`src/verilog/bcs_pkg.sv`:
```
/*
 * Constants and state types for the boot clock sequencer.
 * Assumes a single 50 MHz system clock; oscillator levels and
 * supply detector levels arrive asynchronously as pins.
 */
package bcs_pkg;

    // =========================================================
    // Clock and timing
    // =========================================================
    localparam int unsigned CLK_PERIOD_NS     = 20;
    localparam int unsigned SUPPLY_STAB_NS    = 930_000;
    localparam int unsigned SUPPLY_STAB_CYC   =
        (SUPPLY_STAB_NS + CLK_PERIOD_NS - 1) / CLK_PERIOD_NS;
    localparam int unsigned SUPPLY_CNT_W      = 17;
    localparam logic [4:0]  RESET_PROC_CYC    = 5'h10;

    // =========================================================
    // Register map (byte-wide, 4-bit address)
    // =========================================================
    localparam int unsigned ADDR_W            = 4;
    localparam int unsigned DATA_W            = 8;
    localparam logic [3:0]  ADDR_CLK_CTRL     = 4'h0;
    localparam logic [3:0]  ADDR_STAB_SEL     = 4'h1;
    localparam logic [3:0]  ADDR_STAB_STATUS  = 4'h2;
    localparam logic [3:0]  ADDR_CLK_STATUS   = 4'h3;

    // Clock control field positions
    localparam int unsigned CTL_MAIN_STOP     = 0;
    localparam int unsigned CTL_SUB_STOP      = 1;
    localparam int unsigned CTL_FAST_STOP     = 2;
    localparam int unsigned CTL_MAIN_EXT      = 3;
    localparam int unsigned CTL_SUB_EXT       = 4;
    localparam int unsigned CTL_SEL_LO        = 5;
    localparam logic [7:0]  CLK_CTRL_RST      = 8'h03;

    // Stabilisation time select
    localparam logic [2:0]  STAB_SEL_RST      = 3'h5;
    localparam int unsigned STAB_CNT_W        = 17;
    localparam int unsigned STAB_CODES        = 5;

    // Pin synchroniser lanes
    localparam int unsigned SYN_MAIN          = 0;
    localparam int unsigned SYN_SUB           = 1;
    localparam int unsigned SYN_FAST          = 2;
    localparam int unsigned SYN_RST_PIN       = 3;
    localparam int unsigned SYN_POC_LOW       = 4;
    localparam int unsigned SYN_POC_HIGH      = 5;
    localparam int unsigned SYN_W             = 6;

    // =========================================================
    // Types
    // =========================================================
    typedef enum logic [1:0] {
        SEL_FAST = 2'b00,
        SEL_MAIN = 2'b01,
        SEL_SUB  = 2'b10
    } bcs_sel_e;

    typedef enum logic [2:0] {
        ST_POWER_ON   = 3'b000,
        ST_SUPPLY     = 3'b001,
        ST_RESET_PROC = 3'b011,
        ST_RUN        = 3'b010,
        ST_STOP       = 3'b110,
        ST_WAKE       = 3'b111
    } bcs_state_e;

    typedef struct packed {
        logic [ADDR_W-1:0] addr;
        logic [DATA_W-1:0] wdata;
        logic              we;
        logic              re;
    } bcs_bus_req_s;

    typedef struct packed {
        logic chip_reset_n;
        logic reset_proc;
        logic cpu_run;
        logic fast_en;
        logic main_en;
        logic sub_en;
    } bcs_ctrl_out_s;

endpackage

```
`src/verilog/bcs_boot_clock_sequencer.sv`:
```
/*
 * Boot clock sequencer: power-up hold-off, internal fast oscillator
 * start, crystal stabilisation counting, STOP handling and a
 * glitch-free CPU clock selector with a small register port.
 * Assumes the oscillator clocks are much slower than clk_i so that
 * their levels can be sampled, and that STOP entry and release
 * pulses come from logic on clk_i.
 */
// Our own choices: the address map and the strobed register port.

module bcs_boot_clock_sequencer #(
    parameter int unsigned SUPPLY_WAIT_CYC = bcs_pkg::SUPPLY_STAB_CYC
) (
    input  wire logic                        clk_i,
    input  wire logic                        rst_n_i,
    input  wire logic                        poc_above_low_i,
    input  wire logic                        poc_above_high_i,
    input  wire logic                        reset_pin_n_i,
    input  wire logic                        lowvolt_default_start_option_i,
    input  wire logic                        main_crystal_clock_i,
    input  wire logic                        sub_crystal_clock_i,
    input  wire logic                        internal_fast_osc_clock_i,
    input  wire logic                        stop_enter_i,
    input  wire logic                        stop_release_i,
    input  wire bcs_pkg::bcs_bus_req_s       bus_i,
    output logic [bcs_pkg::DATA_W-1:0]       rdata_o,
    output bcs_pkg::bcs_ctrl_out_s           ctrl_o,
    output bcs_pkg::bcs_sel_e                cpu_clk_sel_o,
    output logic                             cpu_clock_o
);
    import bcs_pkg::*;

    // =========================================================
    // State
    // =========================================================
    typedef struct packed {
        logic [SYN_W-1:0]        sync1;
        logic [SYN_W-1:0]        sync2;
        logic                    opt_sync1;
        logic                    opt_sync2;
        logic                    main_prev;
        bcs_state_e              state;
        logic [SUPPLY_CNT_W-1:0] supply_cnt;
        logic [4:0]              proc_cnt;
        logic [STAB_CNT_W-1:0]   stab_cnt;
        logic [7:0]              clk_ctrl;
        logic [2:0]              stab_sel;
        bcs_sel_e                cur_sel;
        logic                    cpu_clock;
        logic [DATA_W-1:0]       rdata;
        bcs_ctrl_out_s           outs;
    } bcs_regs_s;

    bcs_regs_s st_reg;
    bcs_regs_s st_next;

    // Count of crystal periods selected by a stabilisation code;
    // prohibited codes fall back to the longest wait.
    function automatic logic [STAB_CNT_W-1:0] stab_target(
        input logic [2:0] code
    );
        logic [STAB_CNT_W-1:0] one;
        one = {{(STAB_CNT_W-1){1'b0}}, 1'b1};
        unique case (code)
            3'h1:    stab_target = one << 11;
            3'h2:    stab_target = one << 13;
            3'h3:    stab_target = one << 14;
            3'h4:    stab_target = one << 15;
            default: stab_target = one << 16;
        endcase
    endfunction

    // Level of a source as seen through the synchroniser
    function automatic logic src_level(
        input bcs_sel_e         sel,
        input logic [SYN_W-1:0] s
    );
        unique case (sel)
            SEL_MAIN: src_level = s[SYN_MAIN];
            SEL_SUB:  src_level = s[SYN_SUB];
            default:  src_level = s[SYN_FAST];
        endcase
    endfunction

    // =========================================================
    // Next state
    // =========================================================
    logic [SYN_W-1:0]      pins;
    logic                  supply_ok;
    logic                  main_ext;
    logic                  cpu_started;
    logic                  stab_done;
    logic                  main_edge;
    logic [STAB_CODES-1:0] stab_status;
    logic                  src_ok;
    bcs_sel_e              req_sel;
    logic [7:0]            wctl;

    assign pins = {poc_above_high_i, poc_above_low_i, reset_pin_n_i,
                   internal_fast_osc_clock_i, sub_crystal_clock_i,
                   main_crystal_clock_i};

    // Status shows thresholds reached, capped by the selection, since
    // the counter stops at the selected count
    for (genvar g = 0; g < STAB_CODES; g++) begin : g_stab_status
        assign stab_status[g] = st_reg.clk_ctrl[CTL_MAIN_EXT] |
            (st_reg.stab_cnt >= stab_target(3'(g + 1)));
    end

    always_comb begin
        st_next = st_reg;
        st_next.sync1 = pins;
        st_next.sync2 = st_reg.sync1;
        st_next.main_prev = st_reg.sync2[SYN_MAIN];
        // The option may move while power is unsettled, so it is
        // filtered like the detector levels it chooses between
        st_next.opt_sync1 = lowvolt_default_start_option_i;
        st_next.opt_sync2 = st_reg.opt_sync1;

        main_ext = st_reg.clk_ctrl[CTL_MAIN_EXT];
        req_sel = bcs_sel_e'(st_reg.clk_ctrl[CTL_SEL_LO +: 2]);
        // Crystal selection and stop bits only count once the CPU
        // has been released
        cpu_started = (st_reg.state == ST_RUN) ||
            (st_reg.state == ST_WAKE) || (st_reg.state == ST_STOP);

        // Detector threshold depends on the default start option
        supply_ok = st_reg.sync2[SYN_RST_PIN] &
            (st_reg.opt_sync2 ?
             st_reg.sync2[SYN_POC_HIGH] :
             st_reg.sync2[SYN_POC_LOW]);

        main_edge = st_reg.sync2[SYN_MAIN] & ~st_reg.main_prev;
        stab_done = main_ext |
            (st_reg.stab_cnt >= stab_target(st_reg.stab_sel));

        // ----- Sequencer -----
        unique case (st_reg.state)
            ST_POWER_ON: begin
                st_next.supply_cnt = '0;
                if (supply_ok) begin
                    st_next.state = ST_SUPPLY;
                end
            end
            ST_SUPPLY: begin
                // Also covers fast oscillator accuracy settling
                if (st_reg.supply_cnt >=
                    SUPPLY_CNT_W'(SUPPLY_WAIT_CYC - 1)) begin
                    st_next.state = ST_RESET_PROC;
                    st_next.proc_cnt = '0;
                end else begin
                    st_next.supply_cnt = st_reg.supply_cnt + 1'b1;
                end
            end
            ST_RESET_PROC: begin
                if (st_reg.proc_cnt >= RESET_PROC_CYC - 5'h01) begin
                    st_next.state = ST_RUN;
                end else begin
                    st_next.proc_cnt = st_reg.proc_cnt + 1'b1;
                end
            end
            ST_RUN: begin
                if (stop_enter_i) begin
                    st_next.state = ST_STOP;
                end
            end
            ST_STOP: begin
                if (stop_release_i) begin
                    st_next.state = ST_WAKE;
                end
            end
            ST_WAKE: begin
                // Only a main crystal CPU clock has to wait
                if (st_reg.cur_sel != SEL_MAIN || stab_done) begin
                    st_next.state = ST_RUN;
                end
            end
            default: begin
                st_next.state = ST_POWER_ON;
            end
        endcase

        // Supply loss or reset pin forces the whole sequence again
        if (!supply_ok) begin
            st_next.state = ST_POWER_ON;
        end

        // ----- Register writes -----
        if (bus_i.we && bus_i.addr == ADDR_CLK_CTRL) begin
            wctl = bus_i.wdata;
            // The source feeding the CPU cannot be stopped
            unique case (st_reg.cur_sel)
                SEL_MAIN: wctl[CTL_MAIN_STOP] = 1'b0;
                SEL_SUB:  wctl[CTL_SUB_STOP] = 1'b0;
                default:  wctl[CTL_FAST_STOP] = 1'b0;
            endcase
            st_next.clk_ctrl = wctl;
        end else begin
            wctl = st_reg.clk_ctrl;
        end
        if (bus_i.we && bus_i.addr == ADDR_STAB_SEL) begin
            st_next.stab_sel = bus_i.wdata[2:0];
        end
        // Early clock control writes do not stick: the boot keeps the fast clock and
        // both crystals stopped until the CPU runs
        if (!cpu_started) begin
            st_next.clk_ctrl = CLK_CTRL_RST;
        end

        // ----- Reset, run and oscillator enable outputs (registered) -----
        st_next.outs.chip_reset_n = (st_next.state != ST_POWER_ON);
        st_next.outs.reset_proc = (st_next.state == ST_RESET_PROC);
        st_next.outs.cpu_run = (st_next.state == ST_RUN);
        st_next.outs.fast_en = (st_next.state != ST_POWER_ON) &
            (st_next.state != ST_STOP) &
            ~st_next.clk_ctrl[CTL_FAST_STOP];
        st_next.outs.main_en = (st_next.state == ST_RUN ||
            st_next.state == ST_WAKE) &
            ~st_next.clk_ctrl[CTL_MAIN_STOP];
        st_next.outs.sub_en = (st_next.state != ST_POWER_ON) &
            ~st_next.clk_ctrl[CTL_SUB_STOP];

        // ----- Crystal stabilisation counter -----
        if (!st_reg.outs.main_en || main_ext) begin
            st_next.stab_cnt = '0;
        end else if (main_edge && !stab_done) begin
            st_next.stab_cnt = st_reg.stab_cnt + 1'b1;
        end

        // ----- Glitch-free source switch -----
        // A target whose stop bit lands in this very cycle is refused,
        // otherwise the CPU could end up on a stopped source
        unique case (req_sel)
            SEL_MAIN: src_ok = st_reg.outs.main_en & st_next.outs.main_en;
            SEL_SUB:  src_ok = st_reg.outs.sub_en & st_next.outs.sub_en;
            default:  src_ok = st_reg.outs.fast_en & st_next.outs.fast_en;
        endcase
        // Only before the CPU starts is the fast clock forced
        if (!cpu_started) begin
            req_sel = SEL_FAST;
            src_ok = 1'b1;
        end
        // Hand over only while both clocks sit low
        if (req_sel != st_reg.cur_sel && src_ok &&
            !st_reg.cpu_clock &&
            !src_level(req_sel, st_reg.sync2)) begin
            st_next.cur_sel = req_sel;
            st_next.cpu_clock = 1'b0;
        end else begin
            st_next.cpu_clock =
                src_level(st_reg.cur_sel, st_reg.sync2);
        end

        // ----- Register reads, data in the following cycle -----
        st_next.rdata = '0;
        if (bus_i.re) begin
            unique case (bus_i.addr)
                ADDR_CLK_CTRL:    st_next.rdata = st_reg.clk_ctrl;
                ADDR_STAB_SEL:    st_next.rdata = {5'h00, st_reg.stab_sel};
                ADDR_STAB_STATUS: st_next.rdata = {3'h0, stab_status};
                ADDR_CLK_STATUS:  st_next.rdata = {
                    st_reg.outs.cpu_run, st_reg.outs.sub_en,
                    st_reg.outs.main_en, st_reg.outs.fast_en,
                    stab_done, st_reg.state[0], st_reg.cur_sel};
                default:          st_next.rdata = '0;
            endcase
        end
    end

    // =========================================================
    // Registers
    // =========================================================
    always_ff @(posedge clk_i) begin
        if (!rst_n_i) begin
            st_reg <= '{
                sync1:      '0,
                sync2:      '0,
                opt_sync1:  1'b0,
                opt_sync2:  1'b0,
                main_prev:  1'b0,
                state:      ST_POWER_ON,
                supply_cnt: '0,
                proc_cnt:   '0,
                stab_cnt:   '0,
                clk_ctrl:   CLK_CTRL_RST,
                stab_sel:   STAB_SEL_RST,
                cur_sel:    SEL_FAST,
                cpu_clock:  1'b0,
                rdata:      '0,
                outs:       '0
            };
        end else begin
            st_reg <= st_next;
        end
    end

    // =========================================================
    // Outputs
    // =========================================================
    assign rdata_o = st_reg.rdata;
    assign ctrl_o = st_reg.outs;
    assign cpu_clk_sel_o = st_reg.cur_sel;
    assign cpu_clock_o = st_reg.cpu_clock;

endmodule

```
`config.mk`:
```
export PLATFORM = sky130hd
export DESIGN_NAME = bcs_boot_clock_sequencer
export DESIGN_NICKNAME = d
export VERILOG_FILES = /design/src/verilog/bcs_pkg.sv /design/src/verilog/bcs_boot_clock_sequencer.sv
export SDC_FILE = /design/constraint.sdc
export NUM_CORES = 1
export LEC_CHECK = 0
export ABC_AREA = 0
export BUFFER_PORTS_ARGS = -buffer_cell sky130_fd_sc_hd__buf_4
export CORE_MARGIN = 1.5
export CORE_UTILIZATION = 55
export DETAILED_ROUTE_END_ITERATION = 7
export GPL_TIMING_DRIVEN = 0
export PLACE_DENSITY = 0.85
export SETUP_SLACK_MARGIN = 0.5
export SYNTH_ARGS = -nofsm -noshare
export SYNTH_HDL_FRONTEND = slang
export SYNTH_SLANG_ARGS = --single-unit
```
`constraint.sdc`:
```
create_clock -name clk_i -period 3 [get_ports clk_i]
set_input_delay 0.6 -clock clk_i [delete_from_list [all_inputs] [get_ports clk_i]]
set_output_delay 0.6 -clock clk_i [all_outputs]
set_load 0.005 [all_outputs]
```
; Word level (Yosys, flattened, before mapping)
; Cells that the tools add are included.
[classes]
n_bitwise = 20
shift = 0
n_reduce_logical = 27
n_eq_ne = 27
n_div = 0
magnitude_cmp = 8
mul = 0
n_addsub = 3
muxes = 25
[ops]
columns = op, count
row1 = $pmux W17 S4, 1
row2 = $add A17 B1 Y17 const B, 2
row3 = $ge A17 B16 Y1 const B, 2
row4 = $pmux W17 S2, 1
row5 = $pmux W8 S4, 1
row6 = $mux W3, 8
row7 = $eq A3 B2 Y1 const B, 6
row8 = $pmux W3 S6, 1
row9 = $ge A17 B12 Y1 const B, 1
row10 = $ge A17 B14 Y1 const B, 1
row11 = $ge A17 B15 Y1 const B, 1
row12 = $ge A17 B17 Y1, 1
row13 = $ge A17 B17 Y1 const B, 1
row14 = $mux W17, 1
row15 = $eq A3 B3 Y1 const B, 4
row16 = $mux W5, 2
row17 = $pmux W5 S2, 1
row18 = $and A1 B1 Y1, 9
row19 = $eq A4 B2 Y1 const B, 2
row20 = $eq A2 B1 Y1 const B, 3
row21 = $eq A2 B2 Y1 const B, 3
row22 = $eq A3 B1 Y1 const B, 2
row23 = $logic_and A1 B1 Y1, 6
row24 = $ne A2 B2 Y1 const B, 3
row25 = 20 further kinds, 47
[word_totals]
mem_count = 0
ram_bits = 0
latchBits = 0
regBits = 85
rom_bits = 0
wordCells = 131

; Depth between registers and ports, before layout
[logic_depth]
ltp_word = 18
depth_mapped = 11

; Least setup slack after synthesis
; No wires, ideal clock.
[synth_timing]
kind = flip-flop to flip-flop
from = reg st_reg[17] (netlist name)
to = reg st_reg[37] (netlist name)
setup_ns = 0.128
arrival_time_ns = 2.021
path_stages_with_launch = 11
setup_slack_ns = 0.852
path_cell_list = dfxtp_1 inv_1 nor3_1 ha_1 nor4b_1 a41oi_2 o21ai_4 buf_6 a2111oi_2 xnor2_1 nor2_1
[synth_via]
elab_chain_len = 6
elab_cells_between_ends = 9
cone_classes = 1 x order compare / 4 x eq/ne / 1 x mux / 1 x bitwise / 2 x reduce/logical
[synth_rtl]
columns = item, line
row1 = "start, declared", bcs_boot_clock_sequencer.sv:54  ; bcs_regs_s st_reg;
row2 = "start signal, assigned", bcs_boot_clock_sequencer.sv:275  ; st_reg <= '{
row3 = "start signal, assigned", bcs_boot_clock_sequencer.sv:293  ; st_reg <= st_next;
row4 = "$eq A3 B3 Y1, or another cell as far along", bcs_boot_clock_sequencer.sv:64  ; unique case (code)
row5 = $pmux W17 S4 (*), bcs_boot_clock_sequencer.sv:64
row6 = $ge A17 B17 Y1 (*), bcs_boot_clock_sequencer.sv:135  ; (st_reg.stab_cnt >= stab_target(st_reg.stab_sel));
row7 = $or A1 B1 Y1 (*), bcs_boot_clock_sequencer.sv:134  ; stab_done = main_ext |
row8 = $logic_not A1 Y1 (*), bcs_boot_clock_sequencer.sv:226  ; end else if (main_edge && !stab_done) begin
row9 = $logic_and A1 B1 Y1 (*), bcs_boot_clock_sequencer.sv:226
; Every way passes the cells marked *; elsewhere a longest branch is shown, timed or not.
; A chain may end at the register's enable or synchronous reset.

; Worst setup path after layout
[layout_timing]
from = reg st_reg[67] (netlist name)
to = reg st_reg (netlist bit cpu_clock_o)
[layout_via]
elab_cells_between_ends = 43
cone_classes = 11 x eq/ne / 12 x mux / 10 x bitwise / 10 x reduce/logical
[layout_lines]
columns = item, line
row1 = $eq A3 B2 Y1 / $eq A3 B3 Y1 (equally long branches), "bcs_boot_clock_sequencer.sv:124, bcs_boot_clock_sequencer.sv:125"
row2 = $logic_or A1 B1 Y1, bcs_boot_clock_sequencer.sv:124  ; cpu_started = (st_reg.state == ST_RUN) ||
row3 = $logic_or A1 B1 Y1 (*), bcs_boot_clock_sequencer.sv:125  ; (st_reg.state == ST_WAKE) || (st_reg.state == ST_STOP);
row4 = $mux W2 (*), bcs_boot_clock_sequencer.sv:239  ; if (!cpu_started) begin
row5 = named net req_sel[0], bcs_boot_clock_sequencer.sv:96  ; bcs_sel_e req_sel;
row6 = "$eq A2 B2 Y1, or another cell as far along", bcs_boot_clock_sequencer.sv:78  ; unique case (sel)
row7 = $pmux W1 S2 / $logic_and A1 B1 Y1 (equally long branches), "bcs_boot_clock_sequencer.sv:78, bcs_boot_clock_sequencer.sv:244"
row8 = $logic_not A1 Y1 / $logic_and A1 B1 Y1 (equally long branches), "bcs_boot_clock_sequencer.sv:246, bcs_boot_clock_sequencer.sv:244"
row9 = $logic_and A1 B1 Y1 (*), bcs_boot_clock_sequencer.sv:245  ; !st_reg.cpu_clock &&
row10 = $reduce_or A2 Y1 (no line) (*), --
; The timed path passes the listed nets; every way through them passes the cells marked *.

==> flow_metrics.tcl <==
set metrics [dict create \
    ir_drop_uv 260 \
    largest_reg_flops 59 \
    regToRegSetupSlack_ns 0.57 \
    grt_max_degree 15 \
    cts_root_buf "clkbuf_8" \
    worstPathArrival_ns 2.69 \
    worst_pin_slew_ns 0.501 \
    cts_tree "done" \
    finClkSkew_ns 0.0107 \
    ys_seq_area_share_pct 38.4 \
    clk_pin_slew_ns 0.09 \
    min_path_type "flip-flop to flip-flop" \
    synth_cell_types 72 \
    clk_latency_ns 0.36 \
    outcome "finished, final reports clean" \
    route.vias.total 3845 \
    io_pins 42 \
    fmax_mhz 411 \
    core-area_mm2 0.00777 \
    syn2layout_area_growth_pct 17.5 \
    switching_share_pct 21.4 \
    crit_path_end_kind "flip-flop" \
    max_cap_violations 0 \
    finalCriticalPeriod_ns 2.43 \
    drv_slew 0 \
    placed_area_mm2 0.00485 \
    worstSetupPathType "flip-flop to flip-flop" \
    cts_buffer_depth 2 \
    synth-edff-count 0 \
    dpl.hpwl_um 7310 \
    async_flop_share_pct 0 \
    hold_path_end "st_reg[71]" \
    reg2reg_from "st_reg[67]" \
    crit_fanout 10 \
    htreeDepth 3 \
    cts-buffers-inserted 9 \
    synth-main-ff-cell "dfxtp_1" \
    worstSetupStartpointType "flip-flop" \
    die_w_um 92.8 \
    rows 32 \
    wl_per_cell_um 16.1 \
    port_buffers 39 \
    drt_wl_total_um 10500 \
    insertedDiodeCount 0 \
    cp_cell_sequence "clkbuf_4 > inv_2 > o211ai_1 > inv_1 > ha_1 > a22oi_1 > nor2_1 > a211oi_2 > o21ai_1 > a211oi_4 > buf_4 > nor2_1" \
    comb_power_share_pct 3.9 \
    leakagePower_nw 1.92 \
    hold_buffers 0 \
    rsz0062_at_grt "no" \
    detail_route.first_pass.iterations 5 \
    synthCells 490 \
    synth_nets 531 \
    finalInstanceArea_mm2 0.00521 \
    setup_tns_ns 0 \
    nNetsFinal 585 \
    critPathBufInv 4 \
    cpMostUsedCell "nor2_1" \
    fp.dieH_um 92.8 \
    reg2regPathDepth 12 \
    grt_pass1_wl_um 17100 \
    antenna_found_initial 0 \
    drcViolationCount 0 \
    synth.ff_latch_count 85 \
    hold_start "st_next[71]" \
    crit_required_ns 3.26 \
    min_path_cells 1 \
    avgSynthCellArea_um2 9.05 \
    grt_overflow_total 0 \
    slew_headroom_pct 66.3 \
    rr_endpoint "cpu_clock_o" \
    critPathMaxStageDelay_ns 0.32 \
    antenna_left 0 \
    setup_viol 0 \
    internal_power_w 0.00173 \
    gp_congestion 0.901 \
    final-hold-violation-count 0 \
    drive_above_1_share_pct 20.9 \
    vias_per_cell 5.91 \
    initial_utilization_pct 57.1 \
    pwr-share-seq_pct 51.8 \
    drtIter0Drc 269 \
    grt_pass1_vias 3637 \
    fin_crit_sh_pct 81.0 \
    crit_family "compound AO/OA/AOI/OAI gates" \
    gr-usage-all-layers_pct 24.9 \
    syn_area_mm2 0.00443 \
    p_switching_w 0.000472 \
    p_per_area_mw_per_mm2 424 \
    clock_sinks 85 \
    worst_path_max_delay_cell "dfxtp_1" \
    dieArea_mm2 0.00861 \
    ys_warn_count 0 \
    pwr-share-clk_pct 44.3 \
]
-- cell usage in the layout, fill, tap and decap left out, types with 5 or more instances in the layout --
master     instances
buf_2              6
o31ai_1            5
dfxtp_1           84
ha_1              16
xnor2_1           18
clkbuf_1          10
a2111oi_4          5
o21ai_0            7
buf_4             59
nand2b_1           6
mux2i_1           11
o21ai_1           10
nand2_1           40
nor2b_1            5
or3_1             13
inv_1             20
and2_1            20
a21oi_1           21
and4_1             6
clkbuf_8           9
a22oi_1            5
nor2_1            41
nand4_1           12
and3_1             5
nand3_1           17
-- layout make-up --
class,count,area (um^2)
Clock buffer,10,128
Clock inverter,6,111
Inverter,21,78.8
Tap cell,102,128
Multi-Input combinational cell,349,2520
Sequential cell,85,1700
Fill cell,601,2560
Buffer,35,219
Timing Repair Buffer,43,323
-- how the worst max path moves through the flow --
stage | cells after the start | startpoint | endpoint | slack, ns
final | 12 | st_reg[67] | cpu_clock_o | 0.57
after global routing | 11 | st_reg[67] | cpu_clk_sel_o[1] | 0.45
after floorplan | 10 | st_reg[17] | st_reg[37] | 0.85
after global placement | 7 | bus_i[13] | cpu_clk_sel_o[1] | 0.59
after CTS | 11 | st_reg[67] | cpu_clk_sel_o[1] | 0.56
after detailed placement | 7 | bus_i[13] | cpu_clk_sel_o[1] | 0.54
-- per-stage QoR --
step           power (W)  util [%]  hold WS [ns]  worst slack [ns]  cells
3_3_place_gp     0.00125      62.5         0.419             0.588    631
6_report         0.00221      67.0         0.445             0.569    651
5_1_grt          0.00229      67.0         0.442             0.449    651
2_1_floorplan    0.00121         -         0.412             0.852    490
3_5_place_dp     0.00125      62.5         0.430             0.543    631
4_1_cts          0.00221      65.6         0.440             0.555    647
-- cell usage after synthesis, types with 10 or more instances --
cell type | number | area, um^2
nand4_1 | 12 | 75.1
nand3_1 | 17 | 85.1
mux2i_1 | 11 | 110
or3_1 | 13 | 81.3
buf_4 | 16 | 120
nor2_1 | 41 | 154
o21ai_1 | 10 | 50.1
ha_1 | 16 | 200
and2_1 | 20 | 125
inv_1 | 20 | 75.1
dfxtp_1 | 85 | 1700
xnor2_1 | 18 | 158
nand2_1 | 40 | 150
a21oi_1 | 21 | 105
-- cell families (layout without fill, tap and decap cells) --
group	Yosys count	after routing	share of synthesized area, %
simple gates	203	203	25.2
compound gates	97	97	17.5
flops	85	85	38.4
buf+inv	56	115	6.63
xor+xnor	18	18	3.56
fa+ha+maj	16	16	4.52
mux	15	15	4.18
-- timing repair --
item,in CTS,in global routing
hold endpoints to repair,0,0
endpoints found under the setup margin,1,16
gates resized for setup,1,12
pin swaps,0,6
buffers inserted,0,4
gates cloned,0,0
-- power by group through the flow --
stage,Clock (W),Combinational [W],Sequential (W)
6_report,0.000977,0.0000867,0.00114
5_1_grt,0.00105,0.0000936,0.00114
4_1_cts,0.000984,0.0000849,0.00114
3_5_place_dp,0,0.0000842,0.00117
3_3_place_gp,0,0.0000820,0.00117
2_1_floorplan,0,0.0000450,0.00117
-- layer usage --
| metal | wire length [um] | vias to the layer above | share of wire [%] | GRT usage, % |
|---|---|---|---|---|
| met3 | 493 | 27 | 4.7 | 3.94 |
| met1 | 4550 | 1828 | 43 | 31.3 |
| met5 | 0 | - | 0 | 0 |
| met2 | 5190 | 130 | 49 | 42.2 |
| li1 | - | 1860 | - | - |
| met4 | 252 | 0 | 2.4 | 10.4 |
Power figures use the tool's default switching activity.
